[src/hw/smio_pkg.sv]
// smio_pkg: constants and types shared by the static memory / io bus block
// assumes: single 10 MHz clock domain, no software-visible registers
package smio_pkg;
  localparam int SMIO_DATA_W = 16;
  localparam int SMIO_ADDR_W = 24;
  localparam int SMIO_IO_WIN_BYTES = 16384;
  localparam int SMIO_IO_WIN_W = 14;
  localparam int SMIO_CLK_HZ = 10000000;
  // default access strobe width, in cycles of mclk
  localparam logic [3:0] SMIO_ACC_CYC_RST = 4'h3;
  // bank decode codes held in the target field of a request
  localparam logic [2:0] SMIO_TGT_MEM0 = 3'h0;
  localparam logic [2:0] SMIO_TGT_MEM1 = 3'h1;
  localparam logic [2:0] SMIO_TGT_IO0 = 3'h2;
  localparam logic [2:0] SMIO_TGT_IO1 = 3'h3;
  localparam logic [2:0] SMIO_TGT_IO2 = 3'h4;
  localparam logic [2:0] SMIO_TGT_NAND = 3'h5;
  // nand cycle kinds
  localparam logic [1:0] SMIO_NAND_DATA = 2'h0;
  localparam logic [1:0] SMIO_NAND_CMD = 2'h1;
  localparam logic [1:0] SMIO_NAND_ADDR = 2'h2;
  typedef enum logic [1:0] {
    SMIO_IDLE = 2'b00,
    SMIO_SETUP = 2'b01,
    SMIO_STROBE = 2'b11,
    SMIO_HOLD = 2'b10
  } smio_state_t;
endpackage

[src/hw/smio_sync_if.sv]
// smio_sync_if: carries a raw pin into the synchroniser and its clean level out
// assumes: both ends run on mclk
`timescale 1ns/100ps
`default_nettype none
interface smio_sync_if;
  logic raw;
  logic clean;
  modport core (output raw, input clean);
  modport sync (input raw, output clean);
endinterface
`default_nettype wire

[src/hw/smio_pin_sync.sv]
// smio_pin_sync: three-stage synchroniser for an asynchronous pin input
// assumes: mclk domain, synchronous active-high reset
`timescale 1ns/100ps
`default_nettype none
module smio_pin_sync
  import smio_pkg::*;
#(
  parameter logic RST_VAL = 1'b1
) (
  input wire logic mclk,
  input wire logic sys_rst,
  smio_sync_if.sync sif
);
  logic s1_ff;
  logic s2_ff;
  logic s3_ff;
  logic clean_ff;

  always_ff @(posedge mclk) begin
    if (sys_rst) begin
      s1_ff <= RST_VAL;
      s2_ff <= RST_VAL;
      s3_ff <= RST_VAL;
    end else begin
      s1_ff <= sif.raw;
      s2_ff <= s1_ff;
      s3_ff <= s2_ff;
    end
  end

  // a change counts only once the last two stages agree
  always_ff @(posedge mclk) begin
    if (sys_rst) begin
      clean_ff <= RST_VAL;
    end else if (s2_ff == s3_ff) begin
      clean_ff <= s3_ff;
    end
  end

  assign sif.clean = clean_ff;
endmodule
`default_nettype wire

[src/hw/smio_bus.sv]
// smio_bus: static memory, external io and nand strobe engine on a shared data bus
// assumes: requests come from on-chip logic on mclk; ext_wait_n is an asynchronous pin
`timescale 1ns/100ps
`default_nettype none
module smio_bus
  import smio_pkg::*;
#(
  parameter int DATA_W = SMIO_DATA_W,
  parameter int ADDR_W = SMIO_ADDR_W
) (
  input wire logic mclk,
  input wire logic sys_rst,
  input wire logic req_valid,
  output logic req_ready,
  input wire logic req_write,
  input wire logic [2:0] req_target,
  input wire logic [1:0] req_nand_kind,
  input wire logic [ADDR_W-1:0] req_addr,
  input wire logic [1:0] req_byte_en,
  input wire logic [DATA_W-1:0] req_wdata,
  input wire logic bus_8bit,
  input wire logic boot_from_mem0,
  input wire logic mem_bank_swap,
  input wire logic [3:0] access_cycles,
  output logic rsp_valid,
  output logic [DATA_W-1:0] rsp_rdata,
  output logic req_error,
  output logic [ADDR_W-1:0] ext_addr,
  input wire logic [DATA_W-1:0] ext_data_bus_in,
  output logic [DATA_W-1:0] ext_data_bus_out,
  output logic ext_data_bus_oe_n,
  output logic mem_bank0_select_n,
  output logic mem_bank1_select_n,
  output logic io_bank0_select_n,
  output logic io_bank1_select_n,
  output logic io_bank2_select_n,
  output logic ext_output_enable_n,
  output logic write_byte_enable_hi_n,
  output logic write_byte_enable_lo_n,
  output logic nand_cmd_latch_en,
  output logic nand_addr_latch_en,
  output logic nand_bank1_enable_n,
  input wire logic ext_wait_n
);
  // lane steering and the io window decode are written for these sizes only
  if (DATA_W != 16 || ADDR_W <= SMIO_IO_WIN_W) begin : g_width_check
    $error("smio_bus: unsupported width");
  end

  smio_state_t state_ff;
  logic [3:0] cnt_ff;
  logic wr_ff;
  logic [2:0] tgt_ff;
  logic bus8_ff;
  logic [1:0] be_ff;
  logic err_ff;
  logic rsp_ff;
  logic [DATA_W-1:0] rdata_ff;
  logic [DATA_W-1:0] wdata_ff;
  logic [ADDR_W-1:0] addr_ff;
  logic [5:0] sel_n_ff;
  logic oe_n_ff;
  logic we_hi_n_ff;
  logic we_lo_n_ff;
  logic cle_ff;
  logic ale_ff;
  logic drive_ff;
  logic wait_clean;
  logic [2:0] phys_tgt;
  logic bad_req;
  logic [3:0] strobe_len;

  smio_sync_if wsif ();
  assign wsif.raw = ext_wait_n;
  assign wait_clean = wsif.clean;

  smio_pin_sync #(
    .RST_VAL(1'b1)
  ) u_wait_sync (
    .mclk(mclk),
    .sys_rst(sys_rst),
    .sif(wsif)
  );

  // maps a logical memory bank onto a physical select
  function automatic logic [2:0] map_target(input logic [2:0] tgt, input logic swap,
                                            input logic boot0);
    logic [2:0] t;
    t = tgt;
    if ((tgt == SMIO_TGT_MEM0 || tgt == SMIO_TGT_MEM1) && swap && !boot0) begin
      t = (tgt == SMIO_TGT_MEM0) ? SMIO_TGT_MEM1 : SMIO_TGT_MEM0;
    end
    return t;
  endfunction

  // one-hot active-low select pattern, at most one bit low
  function automatic logic [5:0] sel_pattern(input logic [2:0] tgt);
    logic [5:0] s;
    s = 6'h3f;
    if (tgt <= SMIO_TGT_NAND) begin
      s[tgt] = 1'b0;
    end
    return s;
  endfunction

  // a request is taken only in idle and only when it decodes to a real bank
  function automatic logic take_ok(input smio_state_t st, input logic valid, input logic bad);
    return (st == SMIO_IDLE) && valid && !bad;
  endfunction

  // the strobe ends on its last counted cycle once the synchronised wait pin is high;
  // nand cycles never look at wait
  function automatic logic strobe_done(input smio_state_t st, input logic [3:0] cnt,
                                       input logic wait_hi, input logic [2:0] tgt);
    return (st == SMIO_STROBE) && (cnt <= 4'h1) && (wait_hi || tgt == SMIO_TGT_NAND);
  endfunction

  // boot strap pins mem0 onto the low bank regardless of swap
  assign phys_tgt = map_target(req_target, mem_bank_swap, boot_from_mem0);
  // io windows are 16 KB; addresses beyond are refused
  assign bad_req = (req_target > SMIO_TGT_NAND) ||
                   ((req_target >= SMIO_TGT_IO0) && (req_target <= SMIO_TGT_IO2) &&
                    (req_addr[ADDR_W-1:SMIO_IO_WIN_W] != '0));
  assign strobe_len = (access_cycles == 4'h0) ? 4'h1 : access_cycles;

  // only one access owns the bus, so requests wait in idle
  assign req_ready = (state_ff == SMIO_IDLE);

  always_ff @(posedge mclk) begin
    if (sys_rst) begin
      state_ff <= SMIO_IDLE;
    end else begin
      unique case (state_ff)
        SMIO_IDLE: begin
          if (take_ok(state_ff, req_valid, bad_req)) begin
            state_ff <= SMIO_SETUP;
          end
        end
        SMIO_SETUP: begin
          state_ff <= SMIO_STROBE;
        end
        SMIO_STROBE: begin
          // the wait pin arrives some four cycles late: shorter strobes cannot be
          // stretched, and a device must pull it low early in a long one
          if (strobe_done(state_ff, cnt_ff, wait_clean, tgt_ff)) begin
            state_ff <= SMIO_HOLD;
          end
        end
        SMIO_HOLD: begin
          state_ff <= SMIO_IDLE;
        end
      endcase
    end
  end

  // strobe length counter, loaded on the way into the strobe
  always_ff @(posedge mclk) begin
    if (sys_rst) begin
      cnt_ff <= 4'h0;
    end else if (state_ff == SMIO_SETUP) begin
      cnt_ff <= strobe_len;
    end else if (state_ff == SMIO_STROBE && cnt_ff > 4'h1) begin
      cnt_ff <= cnt_ff - 4'h1;
    end
  end

  always_ff @(posedge mclk) begin
    if (sys_rst) begin
      wr_ff <= 1'b0;
      tgt_ff <= SMIO_TGT_MEM0;
      bus8_ff <= 1'b0;
      be_ff <= 2'h0;
      addr_ff <= '0;
      wdata_ff <= '0;
    end else if (state_ff == SMIO_IDLE && req_valid && !bad_req) begin
      wr_ff <= req_write;
      tgt_ff <= phys_tgt;
      // width is latched so a change mid-access cannot split a read
      bus8_ff <= bus_8bit;
      // narrow bus moves one byte on the low lane
      be_ff <= bus_8bit ? 2'h1 : req_byte_en;
      addr_ff <= req_addr;
      wdata_ff <= bus_8bit ? {8'h00, (req_byte_en[1] ? req_wdata[15:8] : req_wdata[7:0])}
                           : req_wdata;
    end
  end

  always_ff @(posedge mclk) begin
    if (sys_rst) begin
      sel_n_ff <= 6'h3f;
    end else if (state_ff == SMIO_IDLE && req_valid && !bad_req) begin
      sel_n_ff <= sel_pattern(phys_tgt);
    end else if (state_ff == SMIO_HOLD) begin
      sel_n_ff <= 6'h3f;
    end
  end

  always_ff @(posedge mclk) begin
    if (sys_rst) begin
      oe_n_ff <= 1'b1;
    end else if (state_ff == SMIO_SETUP) begin
      oe_n_ff <= wr_ff;
    end else if (strobe_done(state_ff, cnt_ff, wait_clean, tgt_ff)) begin
      oe_n_ff <= 1'b1;
    end
  end

  always_ff @(posedge mclk) begin
    if (sys_rst) begin
      we_hi_n_ff <= 1'b1;
      we_lo_n_ff <= 1'b1;
    end else if (state_ff == SMIO_SETUP) begin
      we_hi_n_ff <= !(wr_ff && be_ff[1] && tgt_ff != SMIO_TGT_NAND);
      we_lo_n_ff <= !(wr_ff && (be_ff[0] || tgt_ff == SMIO_TGT_NAND));
    end else if (strobe_done(state_ff, cnt_ff, wait_clean, tgt_ff)) begin
      we_hi_n_ff <= 1'b1;
      we_lo_n_ff <= 1'b1;
    end
  end

  always_ff @(posedge mclk) begin
    if (sys_rst) begin
      cle_ff <= 1'b0;
      ale_ff <= 1'b0;
    end else if (take_ok(state_ff, req_valid, bad_req) && phys_tgt == SMIO_TGT_NAND) begin
      cle_ff <= (req_nand_kind == SMIO_NAND_CMD);
      ale_ff <= (req_nand_kind == SMIO_NAND_ADDR);
    end else if (state_ff == SMIO_HOLD) begin
      cle_ff <= 1'b0;
      ale_ff <= 1'b0;
    end
  end

  // bus driven from setup through hold on writes so data outlasts the strobe
  always_ff @(posedge mclk) begin
    if (sys_rst) begin
      drive_ff <= 1'b0;
    end else if (state_ff == SMIO_IDLE && req_valid && !bad_req) begin
      drive_ff <= req_write;
    end else if (state_ff == SMIO_HOLD) begin
      drive_ff <= 1'b0;
    end
  end

  always_ff @(posedge mclk) begin
    if (sys_rst) begin
      rsp_ff <= 1'b0;
    end else begin
      rsp_ff <= (state_ff == SMIO_HOLD);
    end
  end

  always_ff @(posedge mclk) begin
    if (sys_rst) begin
      err_ff <= 1'b0;
    end else begin
      err_ff <= (state_ff == SMIO_IDLE) && req_valid && bad_req;
    end
  end

  // read data holds until the next read so a slow consumer still finds it
  always_ff @(posedge mclk) begin
    if (sys_rst) begin
      rdata_ff <= '0;
    end else if (!wr_ff && strobe_done(state_ff, cnt_ff, wait_clean, tgt_ff)) begin
      rdata_ff <= bus8_ff ? {8'h00, ext_data_bus_in[7:0]} : ext_data_bus_in;
    end
  end

  assign ext_addr = addr_ff;
  assign ext_data_bus_out = wdata_ff;
  assign ext_data_bus_oe_n = !drive_ff;
  assign mem_bank0_select_n = sel_n_ff[SMIO_TGT_MEM0];
  assign mem_bank1_select_n = sel_n_ff[SMIO_TGT_MEM1];
  assign io_bank0_select_n = sel_n_ff[SMIO_TGT_IO0];
  assign io_bank1_select_n = sel_n_ff[SMIO_TGT_IO1];
  assign io_bank2_select_n = sel_n_ff[SMIO_TGT_IO2];
  assign nand_bank1_enable_n = sel_n_ff[SMIO_TGT_NAND];
  assign ext_output_enable_n = oe_n_ff;
  assign write_byte_enable_hi_n = we_hi_n_ff;
  assign write_byte_enable_lo_n = we_lo_n_ff;
  assign nand_cmd_latch_en = cle_ff;
  assign nand_addr_latch_en = ale_ff;
  assign rsp_valid = rsp_ff;
  assign rsp_rdata = rdata_ff;
  assign req_error = err_ff;
endmodule
`default_nettype wire

[config.mk]
export PLATFORM = sky130hd
export DESIGN_NAME = smio_bus
export DESIGN_NICKNAME = d
export VERILOG_FILES = /design/src/hw/smio_pkg.sv /design/src/hw/smio_sync_if.sv /design/src/hw/smio_pin_sync.sv /design/src/hw/smio_bus.sv
export SDC_FILE = /design/constraint.sdc
export NUM_CORES = 1
export LEC_CHECK = 0
export BUFFER_PORTS_ARGS = -buffer_cell sky130_fd_sc_hd__buf_2
export CORE_ASPECT_RATIO = 1.75
export CORE_UTILIZATION = 40
export DETAILED_ROUTE_END_ITERATION = 8
export PLACE_DENSITY = 0.74
export SLEW_MARGIN = 10
export SYNTH_ARGS = -nofsm -noshare
export SYNTH_HDL_FRONTEND = slang
export SYNTH_SLANG_ARGS = --single-unit
[constraint.sdc]
create_clock -name mclk -period 2.52 [get_ports mclk]
set_clock_uncertainty 0.2 [all_clocks]
set_input_delay 0.126 -clock mclk [delete_from_list [all_inputs] [get_ports mclk]]
set_output_delay 0.126 -clock mclk [all_outputs]
set_load 0.05 [all_outputs]
# Word level (Yosys, flattened, before mapping)
# Cells that the tools add are included.
# word_totals
register_bits	87
in_bits	75
out_inout_bits	71
wordCells	104
# classes
add_sub_neg	1
n_lt_le_gt_ge	8
eq_ne	12
muxes	25
bitwise	1
reduce_logical	35
# ops
op	n
$mux W16	2
$mux W6	3
$logic_and A1 B1 Y1	16
$mux W4	3
$mux W1	10
$reduce_bool A10 Y1	1
$mux W8	1
$pmux W2 S4	1
$reduce_bool A2 Y1	4
$eq A2 B2 Y1 const B	3
$eq A3 B3 Y1 const B	2
$le A3 B3 Y1 const B	2
$logic_not A1 Y1	6
$mux W2	3
$not A6 Y6	1
$eq A2 B1 Y1 const B	2
$gt A4 B1 Y1 const B	1
$le A4 B1 Y1 const B	1
$logic_not A4 Y1	1
$logic_or A1 B1 Y1	4
$lt A3 B4 Y1 const B	1
$ne A2 B1 Y1 const B	2
$sub A4 B1 Y4 const B	1
$demux W1 S3	1
10 further kinds	10

# Logic depth before layout (Yosys ltp)
# Gate-level depths: netlist of the first run.
# logic_depth
word_depth	12
ltp_mapped	7
depth_no_buf	6

# By module
# From an unflattened synthesis of the first run, not the netlist that was laid out.
# unflattened
hier_cells	421
area_unflattened_um2	3681.0
# by_module_without_submodules
mod	instances	cells_per_inst	area_each_um2	seq_area_each_um2
smio_bus	1	411	3565.9	1661.6
smio_pin_sync	1	10	115.1	80.1

# Least setup slack after synthesis of the first run
# OpenSTA, ideal clock, no wires.
# synth_timing
path_type	reg2reg
startpoint	reg state_ff[0]
endpoint	reg wdata_ff[6] (netlist: ext_data_bus_out[6])
setup_time_ns	0.136
t_arrival_ns	1.789
t_required_ns	2.184
path_slack_ns	0.395
stages_incl_launch_ff	7
path_buffers	2
synth_period_minus_slack_ns	2.125
path_cell_list	dfxtp_1 -> nor2_1 -> nand2_1 -> buf_2 -> nor2_4 -> buf_6 -> a311oi_2
# synth_via
elab_chain_cells	3
# synth_lines
item	line_no	source
from (decl)	smio_bus.sv:50	smio_state_t state_ff;
from (signal assigned)	smio_bus.sv:131	state_ff <= SMIO_IDLE;
from (signal assigned)	smio_bus.sv:136	state_ff <= SMIO_SETUP;
from (signal assigned)	smio_bus.sv:140	state_ff <= SMIO_STROBE;
$logic_not A2 Y1	--	
named net req_ready	smio_bus.sv:14	output logic req_ready,
$logic_and A1 B1 Y1 (2 in series)	smio_bus.sv:175	end else if (state_ff == SMIO_IDLE && req_valid && !bad_req) begin
to (signal assigned)	smio_bus.sv:183	wdata_ff <= bus_8bit ? {8'h00, (req_byte_en[1] ? req_wdata[15:8] : req_wdata[7:0])}
to (decl)	smio_bus.sv:59	logic [DATA_W-1:0] wdata_ff;
# The timed path passes the listed nets, and every way through them passes these cells.
# A chain may end at the register's enable or synchronous reset.

# Final worst setup path of the first run
# layout_timing
startpoint	in req_target[2]
endpoint	reg addr_ff[19] (netlist: ext_addr[19])
# layout_via
elab_chain_cells	6
elab_cells_between_ends	8
classes_between	3 x order compare; 5 x reduce/logical
# layout_lines
item	line_no	source
from (decl)	smio_bus.sv:16	input wire logic [2:0] req_target,
$ge A3 B2 Y1 or $le A3 B3 Y1 (tied branches)	smio_bus.sv:122	((req_target >= SMIO_TGT_IO0) && (req_target <= SMIO_TGT_IO2) &&
$logic_and A1 B1 Y1 (2 in series)	smio_bus.sv:122	
$logic_or A1 B1 Y1 *	smio_bus.sv:121	assign bad_req = (req_target > SMIO_TGT_NAND) ||
$logic_not A1 Y1 *	smio_bus.sv:175	
$logic_and A1 B1 Y1 *	smio_bus.sv:175	
to (signal assigned)	smio_bus.sv:182	addr_ff <= req_addr;
to (decl)	smio_bus.sv:60	logic [ADDR_W-1:0] addr_ff;
# Mark *: on every way between the ends. The rest lies on a longest branch, timed or not.

==> results.md, run 1 <==
* Setup violators final at 0
* Wire per inst at 16.5 um
* Mapped Cells at 426
* Crit path DAT at about 2.4 ns
* DPL Wire Length at 7680 um
* PwrDens at 594 nW/um2
* Number of synthesized flops with an enable pin at 0
* Worst r2r dst: ext_addr[19]
* Yosys warning count at 0
* Layout Nets at 703
* Relative slew margins at 53.5%
* Area of the multi-input gates at about 1800 um2
* Post-synth net total at 503
* HP Class: input port to flip-flop
* Remaining Overflow, GRT at 0
* NetSw at 954 uW
* Global-route wire length before repair at between 15,000 and 20,000 um
* CP max FO at 37
* Met3 Usage GRT at 3.86%
* Maximum buffer depth of the clock tree at 2
* Synthesized area at roughly 3700 um2
* Most heavily used metal layer in global routing: met2
* Post-route DRC at 0
* Drt initial violations at 241
* Crit. End Element: flip-flop
* Worst reg2reg setup slack at 0.21 ns
* Crit-path most repeated cell: dlygate4sd3_1
* Yosys cell types at 52
* GRT Resource Usage Total at 25.7%
* GP Congestion at between 0.8 and 0.9
* WP buf/inv at 4
* Cts bufs inserted at 9
* Sequential share of power at 44.7%
* Max Cap Violations at 0
* Worst-Skew Late Latency at 0.34 ns
* Worst-Margin Slew at 0.697 ns
* Final TNS setup at 0 ns
* CTS sink cnt at 87
* Sequential-to-total area share from yosys stat at 46.6%
* Power Internal at 2320 uW
* Routing usage on met2 at between 40% and 50%
* Area contributors post-synth: dfxtp_1, a21oi_1, o21ai_0
* Synth area leader: dfxtp_1
* Post-layout util at 60.6%
* Port buffer count at 145
* Vias/cell at 5.56
* Worst path required time at 2.55 ns
* Synth-to-layout area growth at 47.3%
* Fraction of registers with async set/reset at 0%
* Avg Inst Size Synth at ~8.8 um2
* Met1 GRT Util at 29.4%
* Final Max Tran Viols at 0
* Clock power frac at 35.7%
* CP Launch Type: input port
* Largest net degree at the start of global routing at 38
* Slowest CP cell: dlygate4sd3_1
* Crit-path cells: dlygate4sd3_1 > buf_2 > a211oi_2 > a32oi_2 > buf_8 > o21ai_0 > a21oi_1 > dlygate4sd3_1
* Pre-antenna DRT Iters at 6
* Final Hold Vio Count at 0
* Ys flop type: dfxtp_1
* Unrepaired setup endpoints after global routing: no
* Cell row count at 46
* Drt total wl at 12,400 um
* Most common cell in the synthesized netlist: dfxtp_1
* Fin crit share at roughly 95%
* Routed vias at 4,169
* Post-synth top cells: dfxtp_1, a21oi_1, o21ai_0
* Layout cell share with drive strength beyond 1 at 29.9%
* Origin of the critical flop-to-flop path: state_ff[0]
* Clock transition at path regs at 0.06 ns
* Die width at 75.1 um
* Worst Min Path Start: bus_8bit
* Post-synth top area share at 46.6%
* Critical path's largest stage delay at 0.57 ns
* Comb pwr share at 19.5%
* Worst Hold End: ext_data_bus_out[4]
* Root Buffer Master: clkbuf_16
* Leak at 0.00224 uW
* Die Y at 130 um
* Die ar. at 9760 um2
* Worst Hold Path Cells at 3
* #FFs+latches synth at 87
* Top-Level Pins at 146
* TritonCTS clock tree: done
* CP top delay family: buffers and inverters
* CP Class: input port to flip-flop
* CORE AREA at a little over 9000 um2
* Reg2Reg Depth at 6
* Minimum clock period at 2.40 ns
* Status: finished, final reports clean
* Initial antenna violation count at 0
* Peak VDD IR at 0.460 mV
* Routed Antenna Nets at 0
* Fillers at 817
* Vias in the first global route at 4,012
* Initial cell density of the core at 41.1%
* Fmax at 0.416 GHz
* H-tree depth at 3
* FF+latch area at 1740 um2
* Switching share of power at 29.1%
[routing by layer]
metal  vias to the layer above  wire length [um]
li1                       1965                 -
met1                      1941              4550
met2                       202              6390
met3                        61               696
met4                         0               720
met5                         -                 0
[worst register-to-register path, cell delays in order (launching register included)]
cell           delay [ns]
dfxtp_1              0.59
nor2_1               0.13
nand2_1              0.21
buf_4                0.26
o21ai_0              0.13
a21oi_1              0.18
dlygate4sd3_1        0.56
[flip-flops by register name, summed over array words and instances, names as in the netlist, 2 cells and up]
register,count
rsp_rdata,16
ext_addr,24
cnt_ff,4
state_ff,2
be_ff,2
tgt_ff,3
sel_n_ff,6
ext_data_bus_out,16
[power groups by stage]
stage          clock network [uW]  logic [uW]  registers, uW
3_3_place_gp                    0         525           1490
5_1_grt                      1250         685           1470
4_1_cts                      1190         625           1460
3_5_place_dp                    0         538           1490
6_report                     1170         640           1460
2_1_floorplan                   0         256           1610
[placed cells by master, fill, tap and decap left out, types with 2 or more instances in the layout]
master	Yosys	final
a21oi_2	2	2
ha_1	2	2
nor3_1	10	10
a21oi_1	69	69
nand3_1	45	45
or3b_1	2	2
o21ai_0	58	56
nor2_1	11	11
clkinv_2	0	2
nand2_1	15	15
dfxtp_1	87	87
buf_2	9	145
a211oi_2	2	2
or2_2	3	3
a211oi_1	5	5
clkbuf_16	0	9
nand2b_1	7	7
nand4b_1	19	19
nor4_4	0	2
o21ai_1	1	3
a311oi_2	2	2
mux2i_1	2	2
buf_4	5	10
a31oi_1	3	3
nor2b_1	3	3
clkbuf_1	19	3
dlygate4sd3_1	0	73
inv_1	6	6
a311oi_1	6	6
[metrics by stage]
stage               total power, uW  setup slack [ns]  hold slack, ns  cells  instance area, um2
CTS                            3280            0.0765          0.0157    749                5480
global placement               2020             0.542           0.118    662                4500
global route                   3400           0.00710          0.0418    749                5510
finish                         3270             0.118          0.0246    750                5510
detailed placement             2030             0.458           0.124    662                4500
floorplan                      1860             0.395          0.0298    426                3740
[cells by family (layout without fill, tap and decap cells)]
| kind of cell | after synthesis | in the layout | share of synthesized area (%) |
|---|---|---|---|
| adder cells (fa/ha/maj) | 2 | 2 | 0.669 |
| multiplexers | 3 | 3 | 0.836 |
| XOR/XNOR | 1 | 1 | 0.234 |
| AND/OR/NAND/NOR | 126 | 126 | 20.1 |
| buffers and inverters | 46 | 249 | 6.22 |
| other | 0 | 1 | 0 |
| flip-flops | 87 | 87 | 46.6 |
| AO/OA/AOI/OAI | 161 | 161 | 25.4 |
[worst max path at each step]
stage / start / endpoint / cells after the start
final: req_target[2] / ext_addr[19] / 8
after global routing: req_target[2] / ext_addr[19] / 8
after CTS: req_addr[14] / ext_addr[20] / 8
after detailed placement: cnt_ff[0] / cnt_ff[0] / 6
after global placement: cnt_ff[0] / cnt_ff[0] / 6
after floorplan: state_ff[0] / ext_data_bus_out[6] / 6
[layout make-up]
type,count,share of cell area (%)
tap,120,2.73
multi-input combinational,293,32.6
timing repair buffer,229,28.1
antenna,1,0.0454
sequential,87,31.6
inverter,6,0.409
clock inverter,2,0.182
clock buffer,12,4.29
[timing repair]
| item | in CTS | in global routing |
|---|---|---|
| endpoints found under the setup margin | 0 | 3 |
| hold buffers | 73 | 0 |
| hold endpoints to repair | 70 | 0 |
| buffers inserted | 0 | 0 |
| gates resized for setup | 0 | 6 |
No activity file was read; power rests on OpenSTA's default activity.
==> inputs of run 2 (changes only) <==
--- a/config.mk
+++ b/config.mk
@@ -5,6 +5,7 @@
 export SDC_FILE = /design/constraint.sdc
 export NUM_CORES = 1
 export LEC_CHECK = 0
+export ABC_AREA = 1
 export BUFFER_PORTS_ARGS = -buffer_cell sky130_fd_sc_hd__buf_2
 export CORE_ASPECT_RATIO = 1.75
 export CORE_UTILIZATION = 40
==> constraint.sdc (replaced) <==
create_clock -name mclk -period 2.8 [get_ports mclk]
set_clock_uncertainty 0.2 [all_clocks]
set_input_delay 0.14 -clock mclk [delete_from_list [all_inputs] [get_ports mclk]]
set_output_delay 0.14 -clock mclk [all_outputs]
set_load 0.05 [all_outputs]
==> run 2 against run 1 <==
Die area decreased by 3.0%. Routed wire length fell by 12%. Critical path type is now flip-flop to flip-flop. Non-clock buffer count shrank 11. Largest power group unchanged. Sequential cell count unchanged. Sequential power fell by 9%. Setup slack improved by 0.21 ns. Worst hold slack got worse by 0.017 ns.
==> results.md, run 2 <==
* Top-Level Pins at 146
* Final Max Tran Viols at 0
* Post-synth net total at ~570
* DPL Wire Length at 6840 um
* Status: finished, final reports clean
* Post-CTS sizing at 0
* Final Hold Vio Count at 0
* Maximum buffer depth of the clock tree at 2
* Global-route wire length before repair at ~17,000 um
* Fillers at 741
* Wire per inst at 13.2 um
* Post-route DRC at 0
* WP buf/inv at 3
* Critical path's largest stage delay at 0.58 ns
* CP top delay family: buffers and inverters
* Setup violators final at 0
* Post-synth top area share at around half
* Layout cell share with drive strength beyond 1 at between 20 and 30%
* Vias/cell at slightly below 5
* Synth-to-layout area growth at 48.4%
* CP max FO at 4
* Die ar. at about 9500 um2
* Final TNS setup at 0 ns
* Die width at 74.0 um
* Max Cap Violations at 0
* CP Launch Type: flip-flop
* Relative slew margins at 51.1%
* GRT Resource Usage Total at 23.3%
* Area contributors post-synth: dfxtp_1, nor2_1, nand2_1
* Cts bufs inserted at 9
* Most common cell after layout, fill and taps aside: buf_2
* Largest net degree at the start of global routing at 58
* Avg Inst Size Synth at ~7.3 um2
* Yosys cell types at 29
* Port buffer count at approximately 150
* Die Y at 128 um
* Routed vias at 4,007
* H-tree depth at 3
* #FFs+latches synth at 87
* Post-layout util at 61.6%
* Leak at between 0.002 and 0.003 uW
* Hold WS at around 0.0076 ns
* CORE AREA at 8730 um2
* GP Congestion at 0.805
* Drt initial violations at 246
* TritonCTS clock tree: done
* Routed Antenna Nets at 0
* Largest register FFs at 24
* Mapped Cells at 496
* Worst-Skew Late Latency at about 0.34 ns
* Fin crit share at around nine tenths
* Ys flop type: dfxtp_1
* Crit. End Element: flip-flop
* Pre-antenna DRT Iters at 5
* Most common cell in the synthesized netlist: nor2_1
* Worst path required time at 2.83 ns
* Sequential-to-total area share from yosys stat at 48.0%
* Minimum clock period at around 2.5 ns
* Vias in the first global route at 3,803
* Synth area leader: dfxtp_1
* Synthesized area at 3620 um2
* Number of synthesized flops with an enable pin at 0
* Crit-path most repeated cell: nor2_1
* Post-synth top cells: nor2_1, dfxtp_1, nand2_1
* Slowest CP cell: dlygate4sd3_1
* Worst-Margin Slew at 0.732 ns
* Most frequent cells in the layout: buf_2, nor2_1, dfxtp_1, nand2_1, dlygate4sd3_1
* Layout Nets at just under 800
* Unrepaired setup endpoints after global routing: no
* Fmax at around 0.4 GHz
* Peak VDD IR at between 0.3 and 0.4 mV
* Root Buffer Master: clkbuf_16
* HP Class: input port to flip-flop
* Remaining Overflow, GRT at 0
* Crit path DAT at approximately 2.5 ns
* Yosys warning count at 0
* Cell row count at 45
* PwrDens at 590 nW/um2
* Initial cell density of the core at 41.5%
* Fraction of registers with async set/reset at 0%
* Initial antenna violation count at 0
* Crit-path cells: inv_1 > ha_1 > o21ai_1 > nor2_1 > nor2_1 > inv_1 > nor3_1 > dlygate4sd3_1 > nor2_1
* CP Class: flip-flop to flip-flop
* Post-CTS Setup Bufs at 0
* Drt total wl at 10,800 um
* CTS Hold Buffers Added at 69
* CTS sink cnt at 87
* Clock transition at path regs at 0.06 ns
run 2: cell count changes in the layout (fill, tap and decap cells not counted), moves of 19 or more:
cell,previous run,this run
nand2_1,15,81
nand4_1,0,20
a21oi_1,69,34
nand4b_1,19,0
nand3_1,45,20
nor2_1,11,109
inv_1,6,33
run 2: worst paths after layout:
kind / start / to / slack, ns / depth (start not counted)
worst max-delay path: cnt_ff[0] / cnt_ff[0] / 0.32 / 9
worst min-delay path: req_target[2] / tgt_ff[2] / 0.008 / 3
worst max register to register: cnt_ff[0] / cnt_ff[0] / 0.32 / 9
worst min register to register: u_wait_sync.s1_ff / u_wait_sync.s2_ff / 0.21 / 1
run 2: area by class of cell:
type | count | area [um2] | share of cell area [%]
Sequential cell | 87 | 1740 | 32.4
Antenna cell | 1 | 2.50 | 0.0465
Multi-Input combinational cell | 343 | 1580 | 29.4
Timing Repair Buffer | 218 | 1450 | 26.9
Inverter | 38 | 143 | 2.65
Clock buffer | 12 | 267 | 4.95
Clock inverter | 4 | 51.3 | 0.953
Tap cell | 117 | 146 | 2.72
run 2: tightest hold or removal path: stages:
cell	delay, ns
buf_2	0.17
o21ai_0	0.12
nor2_1	0.08
run 2: report_power, final:
part,switching (uW),internal (uW)
Combinational,379,205
Sequential,33.3,1300
Clock,497,766
Total,909,2270
run 2: per-stage QoR:
| step | power [uW] | setup WS (ns) | instances | instance area (um2) |
|---|---|---|---|---|
| floorplan | 1720 | 0.576 | 496 | 3620 |
| global placement | 1850 | 0.902 | 734 | 4370 |
| detailed placement | 1860 | 0.846 | 734 | 4370 |
| CTS | 3190 | 0.398 | 819 | 5380 |
| global route | 3300 | 0.193 | 819 | 5380 |
| finish | 3180 | 0.324 | 820 | 5380 |
run 2: cell families after synthesis:
family / share of synthesized area, %
fa+ha+maj: 0.690
flops: 48.0
compound gates: 12.5
simple gates: 30.0
xor+xnor: 0.483
buf+inv: 8.28
run 2: per-layer routing:
metal  GRT usage (%)  vias up  routed length [um]
met5               0        -                   0
met4            10.5        0                 336
met3            4.80       27                 528
met2            42.6      133                5790
met1            24.7     1833                4180
li1                -     2014                   -
==> inputs of run 3 (changes only) <==
--- a/config.mk
+++ b/config.mk
@@ -11,6 +11,7 @@
 export CORE_UTILIZATION = 40
 export DETAILED_ROUTE_END_ITERATION = 8
 export PLACE_DENSITY = 0.74
+export RECOVER_POWER = 100
 export SLEW_MARGIN = 10
 export SYNTH_ARGS = -nofsm -noshare
 export SYNTH_HDL_FRONTEND = slang
==> run 3 against run 2 <==
Sequential share of layout area increased by 0.64 points. Final area decreased by 2.0%. Register-to-register slack improved by 0.03 ns. Critical path depth did not move. Combinational power shrank 3%. Via count up 0.20%. Die area did not move. Sequential cell count is the same. Largest power group unchanged. Highest routed layer unchanged.
==> results.md, run 3 (synthesized netlist as in run 2, its figures left out) <==
* Status: finished, final reports clean
* Reg2Reg Depth at 9
* Die ar. at ~9500 um2
* Top-Level Pins at 146
* Port buffer count at 145
* Drt initial violations at 220
* H-tree depth at 3
* Global-route wire length before repair at 17,100 um
* Post-route DRC at 0
* Crit path DAT at approximately 2.5 ns
* Largest register FFs at 24
* Comb pwr share at between 10% and 20%
* Cell area after layout at 5280 um2
* Fmax at 0.409 GHz
* Die width at 74.0 um
* Unrepaired setup endpoints after global routing: no
* Routed wl met3 at roughly 550 um
* Layout Nets at 774
* Drt total wl at 10,800 um
* Layout cell share with drive strength beyond 1 at 15.0%
* Switching share of power at 28.6%
* Worst path required time at approximately 2.8 ns
* Fin crit share at 87.4%
* Synth-to-layout area growth at 45.5%
* DPL Wire Length at between 6000 and 7000 um
* Minimum clock period at approximately 2.4 ns
* Max Cap Violations at 0
* CP Class: flip-flop to flip-flop
* Wire length on met1 at around 4200 um
* GP Congestion at 0.805
* Post-layout util at between 60 and 70%
* Most common cell after layout, fill and taps aside: nor2_1
* CTS sink cnt at 87
* Routed vias at 4,015
* Most frequent cells in the layout: nor2_1, dfxtp_1, nand2_1, buf_2, clkbuf_1
* Final TNS setup at 0 ns
* CP max FO at 4
* Worst-Skew Late Latency at 0.34 ns
* Worst-Margin Slew at 0.740 ns
* Cell row count at 45
* Root Buffer Master: clkbuf_16
* Crit. End Element: flip-flop
* Final Hold Vio Count at 0
* CP Launch Type: flip-flop
* Clock transition at path regs at 0.06 ns
* HP Class: input port to flip-flop
* Fillers at 793
* Pre-antenna DRT Iters at 5
* Setup ws final at approximately 0.35 ns
* Leak at 0.00225 uW
* Maximum buffer depth of the clock tree at 2
* Met2 wire length at 5770 um
* Relative slew margins at 50.6%
* NetSw at 904 uW
* Largest net degree at the start of global routing at a little under 60
* Cts bufs inserted at 9
* Initial antenna violation count at 0
* Peak VDD IR at 0.366 mV
* Initial cell density of the core at 41.5%
* TritonCTS clock tree: done
* Vias/cell at 4.90
* Final Max Tran Viols at 0
* Die Y at 128 um
* Worst Hold Path Cells at 3
* Clock power frac at 39.8%
* Sequential share of power at 42.2%
* Placed instance area at 4370 um2
* Wire per inst at between 10 and 15 um
* Dpl ws at ~0.85 ns
* Power Internal at 2250 uW
* Vias in the first global route at 3,803
* Uppermost layer routed: met4
* Setup violators final at 0
* Routed Antenna Nets at 0
* GRT Resource Usage Total at 23.3%
* CORE AREA at 8730 um2
* PwrDens at 599 nW/um2
* Remaining Overflow, GRT at 0
[run 3: cell types whose count changed in the layout (fill, tap and decap cells not counted), sizes merged]
cell and delta:
clkbuf +72, buf -72
[run 3: layout make-up]
cell class                      count  area, um2  area share, %
Sequential cell                    87       1740           33.0
Multi-Input combinational cell    343       1570           29.7
Timing Repair Buffer              218       1360           25.7
Clock buffer                       12        267           5.05
Tap cell                          117        146           2.78
Inverter                           38        143           2.70
Clock inverter                      4       51.3          0.972
Antenna cell                        1       2.50         0.0474
[run 3: timing repair]
item | CTS | global route
endpoints found under the hold margin | 70 | 0
resized for setup | 0 | 0
setup buffers | 0 | 0
hold buffers | 69 | 0
[run 3: final timing paths]
kind | slack (ns) | endpoint | from
worst max-delay path | 0.35 | cnt_ff[0] | cnt_ff[0]
worst max register to register | 0.35 | cnt_ff[0] | cnt_ff[0]
worst min register to register | 0.21 | u_wait_sync.s2_ff | u_wait_sync.s1_ff
worst min-delay path | 0.008 | tgt_ff[2] | req_target[2]
[run 3: power groups by stage]
stage,Combinational (uW),Sequential (uW),Clock [uW]
final,568,1330,1260
after global routing,617,1340,1330
after CTS,579,1330,1280
after detailed placement,503,1360,0
after global placement,496,1350,0
after floorplan,215,1510,0
[run 3: critical path, cell delays in order (launching register included)]
cell and delay [ns]:
dfxtp_1 0.37, inv_1 0.09, ha_1 0.24, o21ai_1 0.26, nor2_1 0.07, nor2_1 0.22
inv_1 0.13, nor3_1 0.15, dlygate4sd3_1 0.57, nor2_1 0.04
[run 3: stage by stage]
stage | hold slack (ns) | instances | total power, uW
after floorplan | 0.0438 | 496 | 1720
after global placement | 0.137 | 734 | 1850
after detailed placement | 0.140 | 734 | 1860
after CTS | 0.000266 | 819 | 3190
after global routing | 0.0504 | 819 | 3290
final | 0.00768 | 820 | 3160
[run 3: layer usage]
layer,vias up,GRT usage [%]
li1,2014,-
met1,1839,24.7
met2,138,42.6
met3,24,4.80
met4,0,10.5
met5,-,0
